### src/spi_scratch_defines.svh
// Shared constants of the parity/probe/scratch SPI link
`ifndef SPI_SCRATCH_DEFINES_SVH
`define SPI_SCRATCH_DEFINES_SVH
// ==========================================
// Device register addresses (command bits 13..9)
`define ADDR_PROBE 5'h00
`define ADDR_SCRATCH_A 5'h01
`define ADDR_SCRATCH_D 5'h04
// ==========================================
// Command field positions and codes
`define CMD_TOP_HI 15
`define CMD_TOP_LO 14
`define CMD_ADDR_HI 13
`define CMD_ADDR_LO 9
`define CMD_PARITY_BIT 8
`define CMD_SUB_BIT 7
`define CMD_CODE_READ 2'h0
`define CMD_CODE_WRITE 2'h1
`define CMD_BITS 5'h10
`define CMD_HALF 5'h08
// ==========================================
// Probe register fields, reset values and extended status codes
`define PROBE_SRC_HI 7
`define PROBE_SRC_LO 5
`define PROBE_RES_BIT 4
`define PROBE_ATT_BIT 3
`define PROBE_SRC_OFF 3'h0
`define PROBE_SRC_IO0 3'h4
`define PROBE_SRC_IO1 3'h5
`define PROBE_RESET 8'h00
`define SCRATCH_RESET 8'h00
`define EXT_STATUS_OK 8'h00
`define EXT_STATUS_PERR 8'h01
// ==========================================
// Host controller registers (Avalon byte addresses)
`define HOST_CTRL_ADDR 4'h0
`define HOST_CMD_ADDR 4'h4
`define HOST_STAT_ADDR 4'h8
`define HOST_RESP_ADDR 4'hC
`define HOST_CTRL_PAR_BIT 0
`define HOST_STAT_BUSY_BIT 0
// ==========================================
// Timing: clock 40 MHz, serial clock half period in ns and cycles
`define SYS_CLK_NS 25
`define SCLK_HALF_NS 200
`define SCLK_HALF_CYC (`SCLK_HALF_NS / `SYS_CLK_NS)
`endif

### src/spi_scratch_if.sv
// Serial link between host controller and register device
`timescale 1ns/10ps
`default_nettype none
interface spi_scratch_if;
    logic sclk;
    logic cs_n;
    logic mosi;
    logic miso;
    logic miso_oe_n;

    modport device (
        input sclk, cs_n, mosi,
        output miso, miso_oe_n
    );
    modport host (
        output sclk, cs_n, mosi,
        input miso, miso_oe_n
    );
endinterface
`default_nettype wire

### src/spi_scratch_device.sv
// Device end: SPI slave with parity check, probe select and scratch registers
//
// Function
// - Parity applies only to write commands, top 01.
// - Count ones over bits 15-9 and 7-0.
// - Bit 8 makes total ones count odd.
// - Parity checked only when enable input set.
// - Host sends bit 8 zero when parity disabled.
// - Probe source 000 disables every probe source.
// - Source codes 001 to 111 select signals.
// - Probe bit 4 switches internal sense resistor.
// - Bit 3 attenuates, only for I/O sources.
// - Probe clears on reset, regulator off, non-Normal.
// - Probe access with regulator off ignored, clears.
// - Four scratch registers, addresses 1-4, reset only.
// - Write: 01, address 13-9, data low byte.
// - Read-back returns fixed status then register bits.
//
// Added by the designer: the Avalon-MM register port.
`include "spi_scratch_defines.svh"
`timescale 1ns/10ps
`default_nettype none
module spi_scratch_device (
    input wire logic sys_clk_i,               // System clock, 40 MHz
    input wire logic reset_n_i,               // Power-on reset, active low
    spi_scratch_if.device link,               // Serial link pins
    input wire logic parity_en_i,             // Parity enable from init config
    input wire logic can_reg_on_i,            // CAN supply regulator on
    input wire logic normal_mode_i,           // Device in Normal mode
    input wire logic [7:0] fixed_status_i,    // Fixed status byte
    output logic [2:0] probe_source_o,        // Selected probe source
    output logic probe_enable_o,              // Probe output driven
    output logic sense_res_en_o,              // Internal sense resistor on
    output logic io_atten_o,                  // I/O attenuation active
    output logic parity_err_o                 // Pulse: write dropped on parity
);
    // ==========================================
    // Pin synchronisers
    logic [1:0] sclk_s_r;
    logic [1:0] cs_s_r;
    logic [1:0] mosi_s_r;
    logic sclk_d_r;
    logic cs_d_r;

    // Two flops per pin, then one delay stage for edges
    always_ff @(posedge sys_clk_i or negedge reset_n_i) begin
        if (!reset_n_i) begin
            sclk_s_r <= 2'h0;
            cs_s_r <= 2'h3;
            mosi_s_r <= 2'h0;
            sclk_d_r <= 1'b0;
            cs_d_r <= 1'b1;
        end else begin
            sclk_s_r <= {sclk_s_r[0], link.sclk};
            cs_s_r <= {cs_s_r[0], link.cs_n};
            mosi_s_r <= {mosi_s_r[0], link.mosi};
            sclk_d_r <= sclk_s_r[1];
            cs_d_r <= cs_s_r[1];
        end
    end

    logic sclk_rise;
    logic sclk_fall;
    logic cs_fall;
    logic cs_rise;
    // Edge detection on synchronised pins
    assign sclk_rise = sclk_s_r[1] & ~sclk_d_r & ~cs_s_r[1];
    assign sclk_fall = ~sclk_s_r[1] & sclk_d_r & ~cs_s_r[1];
    assign cs_fall = ~cs_s_r[1] & cs_d_r;
    assign cs_rise = cs_s_r[1] & ~cs_d_r;

    // ==========================================
    // Receive shifter and bit counter
    logic [15:0] rx_r;
    logic [4:0] cnt_r;
    logic [15:0] rx_nxt;

    assign rx_nxt = {rx_r[14:0], mosi_s_r[1]};

    // Shift in on rising serial clock
    always_ff @(posedge sys_clk_i or negedge reset_n_i) begin
        if (!reset_n_i) begin
            rx_r <= 16'h0000;
            cnt_r <= 5'h00;
        end else if (cs_fall) begin
            cnt_r <= 5'h00;
        end else if (sclk_rise && cnt_r != `CMD_BITS) begin
            rx_r <= rx_nxt;
            cnt_r <= cnt_r + 5'h01;
        end
    end

    // ==========================================
    // Decode of the completed command
    logic [1:0] code;
    logic [4:0] addr;
    logic frame_ok;
    logic parity_ok;
    logic is_write;
    logic do_write;
    logic probe_live;

    assign code = rx_r[`CMD_TOP_HI:`CMD_TOP_LO];
    assign addr = rx_r[`CMD_ADDR_HI:`CMD_ADDR_LO];
    assign frame_ok = cs_rise && cnt_r == `CMD_BITS;
    assign is_write = code == `CMD_CODE_WRITE;
    assign parity_ok = !parity_en_i || (^rx_r);
    assign do_write = frame_ok && is_write && parity_ok;
    assign probe_live = can_reg_on_i && normal_mode_i;

    // ==========================================
    // Probe select register
    logic [7:0] probe_r;

    // Cleared whenever regulator is off or mode is not Normal
    always_ff @(posedge sys_clk_i or negedge reset_n_i) begin
        if (!reset_n_i) begin
            probe_r <= `PROBE_RESET;
        end else if (!probe_live) begin
            probe_r <= `PROBE_RESET;
        end else if (do_write && addr == `ADDR_PROBE) begin
            probe_r <= {rx_r[7:3], 3'h0};
        end
    end

    // ==========================================
    // Scratch registers, cleared by reset only
    logic [7:0] scratch_r [4];

    always_ff @(posedge sys_clk_i or negedge reset_n_i) begin
        if (!reset_n_i) begin
            for (int i = 0; i < 4; i++) begin
                scratch_r[i] <= `SCRATCH_RESET;
            end
        end else if (do_write && addr >= `ADDR_SCRATCH_A && addr <= `ADDR_SCRATCH_D) begin
            scratch_r[2'(addr - `ADDR_SCRATCH_A)] <= rx_r[7:0];
        end
    end

    // ==========================================
    // Read-back content for the addressed register
    logic [7:0] rd_data;
    logic [4:0] rd_addr;

    assign rd_addr = rx_nxt[5:1];
    always_comb begin
        rd_data = 8'h00;
        if (rd_addr == `ADDR_PROBE) begin
            rd_data = probe_live ? probe_r : 8'h00;
        end else if (rd_addr >= `ADDR_SCRATCH_A && rd_addr <= `ADDR_SCRATCH_D) begin
            rd_data = scratch_r[2'(rd_addr - `ADDR_SCRATCH_A)];
        end
    end

    // ==========================================
    // Transmit shifter
    logic [15:0] tx_r;
    logic ext_perr_r;
    logic first_byte_read;

    // Top 00 and bit 8 set select register read-back
    assign first_byte_read = rx_nxt[7:6] == `CMD_CODE_READ && rx_nxt[0];

    always_ff @(posedge sys_clk_i or negedge reset_n_i) begin
        if (!reset_n_i) begin
            tx_r <= 16'h0000;
        end else if (cs_fall) begin
            tx_r <= {fixed_status_i, ext_perr_r ? `EXT_STATUS_PERR : `EXT_STATUS_OK};
        end else if (sclk_rise && cnt_r == `CMD_HALF - 5'h01 && first_byte_read) begin
            tx_r[14:7] <= rd_data;
        end else if (sclk_fall) begin
            tx_r <= {tx_r[14:0], 1'b0};
        end
    end

    // Parity error of the last frame, if a write, shows in next extended status
    always_ff @(posedge sys_clk_i or negedge reset_n_i) begin
        if (!reset_n_i) begin
            ext_perr_r <= 1'b0;
        end else if (frame_ok) begin
            ext_perr_r <= is_write && !parity_ok;
        end
    end

    // ==========================================
    // Registered outputs
    logic [2:0] src;

    assign src = probe_r[`PROBE_SRC_HI:`PROBE_SRC_LO];
    always_ff @(posedge sys_clk_i or negedge reset_n_i) begin
        if (!reset_n_i) begin
            probe_source_o <= `PROBE_SRC_OFF;
            probe_enable_o <= 1'b0;
            sense_res_en_o <= 1'b0;
            io_atten_o <= 1'b0;
            parity_err_o <= 1'b0;
        end else begin
            probe_source_o <= src;
            probe_enable_o <= src != `PROBE_SRC_OFF;
            sense_res_en_o <= probe_r[`PROBE_RES_BIT];
            io_atten_o <= probe_r[`PROBE_ATT_BIT]
                && (src == `PROBE_SRC_IO0 || src == `PROBE_SRC_IO1);
            parity_err_o <= frame_ok && is_write && !parity_ok;
        end
    end

    // Serial output pin, driven only while selected
    always_ff @(posedge sys_clk_i or negedge reset_n_i) begin
        if (!reset_n_i) begin
            link.miso <= 1'b0;
            link.miso_oe_n <= 1'b1;
        end else begin
            link.miso <= tx_r[15];
            link.miso_oe_n <= cs_s_r[1];
        end
    end

endmodule
`default_nettype wire

### src/flat_wrapper.sv
// flat-port wrapper written by rule: the top's interface ports become plain ports
module spi_scratch_device_flat 
  (sys_clk_i, reset_n_i, parity_en_i, can_reg_on_i, normal_mode_i, fixed_status_i, probe_source_o, probe_enable_o, sense_res_en_o, io_atten_o, parity_err_o, link_sclk, link_cs_n, link_mosi, link_miso, link_miso_oe_n);
  spi_scratch_if link_i ();
  input wire logic sys_clk_i;
  input wire logic reset_n_i;
  input wire logic parity_en_i;
  input wire logic can_reg_on_i;
  input wire logic normal_mode_i;
  input wire logic [7:0] fixed_status_i;
  output logic [2:0] probe_source_o;
  output logic probe_enable_o;
  output logic sense_res_en_o;
  output logic io_atten_o;
  output logic parity_err_o;
  input wire logic [$bits(link_i.sclk)-1:0] link_sclk;
  input wire logic [$bits(link_i.cs_n)-1:0] link_cs_n;
  input wire logic [$bits(link_i.mosi)-1:0] link_mosi;
  output wire logic [$bits(link_i.miso)-1:0] link_miso;
  output wire logic [$bits(link_i.miso_oe_n)-1:0] link_miso_oe_n;
  assign link_i.sclk = link_sclk;
  assign link_i.cs_n = link_cs_n;
  assign link_i.mosi = link_mosi;
  assign link_miso = link_i.miso;
  assign link_miso_oe_n = link_i.miso_oe_n;
  spi_scratch_device u_core (.sys_clk_i(sys_clk_i), .reset_n_i(reset_n_i), .link(link_i), .parity_en_i(parity_en_i), .can_reg_on_i(can_reg_on_i), .normal_mode_i(normal_mode_i), .fixed_status_i(fixed_status_i), .probe_source_o(probe_source_o), .probe_enable_o(probe_enable_o), .sense_res_en_o(sense_res_en_o), .io_atten_o(io_atten_o), .parity_err_o(parity_err_o));
endmodule
### config.mk
export PLATFORM = sky130hd
export DESIGN_NAME = spi_scratch_device_flat
export DESIGN_NICKNAME = d
export VERILOG_FILES = /design/src/spi_scratch_if.sv /design/src/spi_scratch_device.sv /design/src/flat_wrapper.sv
export VERILOG_INCLUDE_DIRS = /design/src
export SDC_FILE = /design/constraint.sdc
export NUM_CORES = 1
export LEC_CHECK = 0
export ABC_CLOCK_PERIOD_IN_PS = 5650
export BUFFER_PORTS_ARGS = -buffer_cell sky130_fd_sc_hd__buf_2
export CAP_MARGIN = 25
export CORE_UTILIZATION = 46
export CTS_CLUSTER_SIZE = 30
export DETAILED_ROUTE_END_ITERATION = 12
export REMOVE_ABC_BUFFERS = 1
export SYNTH_ARGS = -nofsm -noshare
export SYNTH_HDL_FRONTEND = slang
export SYNTH_SLANG_ARGS = --single-unit
### constraint.sdc
create_clock -name sys_clk_i -period 5.65 [get_ports sys_clk_i]
set_input_delay 0.2825 -clock sys_clk_i [delete_from_list [all_inputs] [get_ports sys_clk_i]]
set_output_delay 0.2825 -clock sys_clk_i [all_outputs]
set_load 0.02 [all_outputs]
[Word-level counts from Yosys, hierarchy flattened]
Cells that the tools add are included.
Cells by class
  add/subtract/negate cells: 3
  multiplexer cells: 19
  magnitude comparators: 7
  bitwise gates (word level): 13
  reductions and logical operators: 30
  equality and inequality tests: 8
Operators with widths (count)
  $mux 8: 9
  $bwmux 32: 1
  $mux 16: 2
  $bmux 8 s2: 1
  $demux 8 s2: 1
  $logic_and 1x1->1: 16
  $reduce_xor 16->1: 1
  $ge 5x1->1 const B: 2
  $le 5x3->1 const B: 2
  $logic_not 5->1: 2
  $mux 5: 2
  $mux 7: 1
  $and 1x1->1: 6
  $eq 3x3->1 const B: 2
  $ge 3x3->1 const B: 2
  $not 2->3: 2
  $reduce_bool 3->1: 2
  $add 5x1->5 const B: 1
  $eq 5x3->1 const B: 1
  $eq 5x5->1 const B: 1
  $ne 5x5->1 const B: 1
  $not 1->1: 5
  $reduce_and 2->1: 2
  $reduce_bool 2->1: 2
  other kinds (9): 13
Word-level totals
  register bits: 94
  output and inout port bits: 9

[Longest topological paths before layout]
  depth in word-level cells: 9
  gate-level depth with buffers: 10

[Least setup slack after synthesis]
OpenSTA, ideal clock, no wires.
  path kind: reg-to-reg
  start point: reg u_core.rx_r[0]
  end point: reg u_core.scratch_r[10] (netlist bit)
  data required time: 5.525 ns
  path buffers: 3
  arrival: 3.233 ns
  clock period less this slack: 3.358 ns
  stages on the path, launching flop included: 10
  slack: 2.292 ns
  cells stage by stage: dfrtp_1 clkbuf_1 buf_1 inv_1 ha_1 clkbuf_1 xnor2_1 xnor3_2 a2111oi_4 mux2_2
Between the ends
  longest elaborated chain between the ends: 5
RTL lines
  start, declared: RTL line spi_scratch_device.sv:74  | logic [15:0] rx_r;
  start signal, assigned: RTL line spi_scratch_device.sv:88  | rx_r <= rx_nxt;
  $reduce_xor 16->1: RTL line spi_scratch_device.sv:107  | assign parity_ok = !parity_en_i || (^rx_r);
  $logic_or 1x1->1: RTL line spi_scratch_device.sv:107
  $logic_and 1x1->1: RTL line spi_scratch_device.sv:108  | assign do_write = frame_ok && is_write && parity_ok;
  $logic_and 1x1->1 (no line) (2 in series)
  end signal, assigned by index: RTL line spi_scratch_device.sv:133  | scratch_r[i] <= `SCRATCH_RESET;
  end signal, assigned by index: RTL line spi_scratch_device.sv:136  | scratch_r[2'(addr - `ADDR_SCRATCH_A)] <= rx_r[7:0];
  end, declared: RTL line spi_scratch_device.sv:128  | logic [7:0] scratch_r [4];
No other way between the ends.
A chain may end at the register's enable or synchronous reset.

[Worst setup path in the final report]
  start point: reg u_core.rx_r[0]
  end point: reg u_core.scratch_r[6] (netlist bit)
The elaborated chain is that of the path after synthesis.

==> implementation parameters <==
Parameter                              Value

Drt
  DRC errors left ... 3
  Post-DRT Antenna Nets ... 0
  First-pass iteration count of the detailed router ... 8
  Post-detailed-route via-to-cell ratio ... 5.48
  Total via count in the routed design ... between 2000 and 3000
  Iter 0 DRT Violations ... 88
  Wirelength per Cell ... 17.6 µm
  Wire length reported by the detailed router ... 8530 µm

Status
  Violated checks ... DRC
  Result of the run ... finished, violations left

Die
  Area of the core ... 0.00885 mm²
  Chip Height ... approximately 100 µm
  Number of core rows ... 34
  Width of the die ... 98.5 µm
  IO Count ... 25
  Effective utilization at floorplan ... between 40% and 50%
  Area enclosed by the die boundary ... 0.00970 mm²

Timing
  Transition time at the pin with the least slew margin ... just over 800 ps
  Clock Skew ... 9.65 ps
  Worst hold-check slack ... 29.7 ps
  Final hold violation count ... 0
  Setup_tns ... 0 ps
  Max Slew Vio Count ... 0
  Total of endpoints with negative setup slack in the final report ... 0
  Final period demand of the worst path ... 3300 ps
  Fmax ... 303 MHz
  Relative slew slack ... 44.9%
  Worst setup margin ... 2350 ps
  Final cycle utilization of the critical path ... 58.5%
  RSZ-0062 raised after global routing ... false

Logic synthesis
  Mean instance size in the synthesized netlist ... 12.3 µm²
  Area share of the leading cell type in the synthesized netlist ... 51.4%
  Sequential-to-total area share from yosys stat ... between 50% and 60%
  Number of unique standard cell types used by synthesis ... 43
  Mapped cell area ... between 0.004 and 0.005 mm²
  Top flip-flop cell by instance count after synthesis ... sky130_fd_sc_hd__dfrtp_1
  Yosys reg bits ... between 90 and 100
  Yosys warning count ... 0
  Most common library cells after synthesis ... sky130_fd_sc_hd__dfrtp_1, sky130_fd_sc_hd__mux2_2, sky130_fd_sc_hd__nand2_1
  Number of synthesized flops with an enable pin ... 0
  Gate count after technology mapping ... 348
  Top post-synthesis cells by area ... sky130_fd_sc_hd__dfrtp_1, sky130_fd_sc_hd__mux2_2, sky130_fd_sc_hd__mux4_2
  Synth area leader ... sky130_fd_sc_hd__dfrtp_1
  Post-synthesis async set-or-reset flop share ... 100%
  Most repeated cell in the gate-level netlist after synthesis ... sky130_fd_sc_hd__dfrtp_1

Global routing
  GRT Total Usage ... 20.0%
  Overflow after GRT ... 0
  Vias in the first global route ... around 2800
  Maximum number of pins on one net before global-route repair ... 58
  First-pass GRT wire length ... 14700 µm
  Number of antenna violations at the first check in global routing ... 0

Pwr
  Share of power burned in combinational logic ... 21.8%
  Switching Fraction ... 30.7%
  Share of total power in the clock network ... around 29%
  Net Sw Power ... between 400 and 500 µW
  Areal power density over the cells ... 320 mW/mm²
  Leakage power ... 0.00221 µW
  Internal power ... 1040 µW
  Sequential power share ... between 40 and 50%
  Maximum vdd drop ... 0.000145 V

Setup path
  Data required time at the worst endpoint ... between 5000 and 6000 ps
  Worst setup path class ... reg -> reg
  Setup crit end kind ... flop
  Data arrival, critical path ... 3550 ps
  Largest fanout on the critical path ... 16
  Worst Setup Start Kind ... flop

CTS
  Maximum buffer depth of the clock tree ... 2
  Clock latency at the later pin of the worst-skew pair ... between 300 and 400 ps
  Htree depth ... 3
  Number of CTS-inserted buffers ... 9
  Post-CTS setup-driven buffer insertion count ... 0
  Count of hold buffers inserted by post-cts repair ... 1
  Total clock sinks ... 91
  Clock tree root driver cell ... sky130_fd_sc_hd__clkbuf_8
  Clock transition at the register clock pins on the worst setup and hold paths after CTS ... 80 ps
  TritonCTS clock tree ... done
  Cts repair resizes ... 0

Placement
  Half-perimeter wire length after placement ... 6050 µm
  Post-place instance area ... 0.00449 mm²
  Place WS ... between 2000 and 2500 ps
  Final estimated routing congestion in global placement ... 0.822
  Number of port buffers ... 24

Hold path
  Hold Crit Class ... in -> reg

Finish
  Area grow syn2layout ... 9.70%
  Core occupancy in the finished layout ... 53.1%
  Final design instance area without fill ... 0.00470 mm²
  Number of antenna cells inserted ... 0
  Final net count ... between 300 and 400
  Fraction of final layout cells sized beyond drive strength 1 ... 26.5%

Flow run
  Reported max-cap violation count ... 0
area by class of cell:
| cell class | count | area [µm²] |
|---|---|---|
| Clock buffer | 12 | 145 |
| Clock inverter | 4 | 50.0 |
| Fill cell | 787 | 4150 |
| Inverter | 17 | 63.8 |
| Multi-Input combinational cell | 226 | 1880 |
| Sequential cell | 91 | 2280 |
| Tap cell | 108 | 135 |
| Timing Repair Buffer | 27 | 148 |
placed cells by master, fill, tap and decap left out, types with 5 or more instances in the layout:
cell and instances:
sky130_fd_sc_hd__xnor2_1 9, sky130_fd_sc_hd__nand2_1 32, sky130_fd_sc_hd__o21ai_0 22, sky130_fd_sc_hd__buf_2 23, sky130_fd_sc_hd__dfrtp_1 88, sky130_fd_sc_hd__o31ai_1 5, sky130_fd_sc_hd__mux4_2 8, sky130_fd_sc_hd__o2111ai_1 5
sky130_fd_sc_hd__a21oi_1 12, sky130_fd_sc_hd__clkbuf_8 10, sky130_fd_sc_hd__nand3_1 5, sky130_fd_sc_hd__nor2_1 19, sky130_fd_sc_hd__xor2_1 5, sky130_fd_sc_hd__ha_1 9, sky130_fd_sc_hd__nand2b_1 5, sky130_fd_sc_hd__mux2i_1 7
sky130_fd_sc_hd__o22a_1 5, sky130_fd_sc_hd__inv_1 17, sky130_fd_sc_hd__mux2_2 43
routing by layer:
| metal | track usage [%] | routed length (µm) | vias up |
|---|---|---|---|
| met4 | 7.23 | 123 | 0 |
| met5 | 0 | 0 | - |
| met1 | 29.3 | 4410 | 1332 |
| li1 | - | - | 1279 |
| met2 | 30.1 | 3770 | 38 |
| met3 | 3.33 | 224 | 11 |
kinds of logic after synthesis:
logic type | after synthesis | share of synthesized area (%)
simple gates | 84 | 9.40
mux | 58 | 17.1
xor+xnor | 18 | 5.02
compound gates | 57 | 9.61
flops | 91 | 53.2
fa+ha+maj | 9 | 2.63
buf+inv | 31 | 2.95
through the flow:
stage	total power, µW	instances
floorplan	990	334
global placement	1070	468
detailed placement	1080	468
CTS	1520	485
global route	1580	485
finish	1510	485
power groups by stage:
stage	clock network [µW]	logic, µW	registers, µW
after floorplan	0	259	731
after global placement	0	318	753
after detailed placement	0	326	753
after CTS	451	329	741
after global routing	472	363	749
final	437	328	741
sequential cells by signal (all words and copies together), names as in the netlist:
signal                 cells
u_core.cnt_r               5
u_core.cs_s_r              2
u_core.io_atten_o          1
u_core.link.miso           1
u_core.parity_err_o        1
u_core.rx_r               16
u_core.probe_enable_o      1
u_core.cs_d_r              1
u_core.sclk_d_r            1
u_core.sense_res_en_o      1
u_core.sclk_s_r            2
u_core.probe_r             5
u_core.mosi_s_r            2
u_core.tx_r               16
u_core.ext_perr_r          1
u_core.probe_source_o      3
u_core.scratch_r          32
critical path: stages (launching register included):
cell and delay, ps:
sky130_fd_sc_hd__dfrtp_1 760, sky130_fd_sc_hd__inv_1 120, sky130_fd_sc_hd__ha_1 500, sky130_fd_sc_hd__xnor2_1 310, sky130_fd_sc_hd__xnor3_2 390, sky130_fd_sc_hd__a2111oi_4 710, sky130_fd_sc_hd__mux2_2 410
path summary, 6_finish.rpt:
kind,startpoint,end,slack (ps),depth (start not counted)
worst max-delay path,u_core.rx_r[0]$_DFFE_PN0P_,u_core.scratch_r[6]$_DFFE_PN0P_,2350,6
worst min register to register,u_core.mosi_s_r[0]$_DFF_PN0_,u_core.mosi_s_r[1]$_DFF_PN0_,350,0
min in group asynchronous,reset_n_i,u_core.probe_r[5]$_DFFE_PN0P_,400,2
worst min-delay path,link_cs_n,u_core.cs_s_r[0]$_DFF_PN1_,30,1
worst max register to register,u_core.rx_r[0]$_DFFE_PN0P_,u_core.scratch_r[6]$_DFFE_PN0P_,2350,6
max in group asynchronous,reset_n_i,u_core.cnt_r[3]$_DFFE_PN0P_,4180,3
Power figures use the tool's default switching activity.
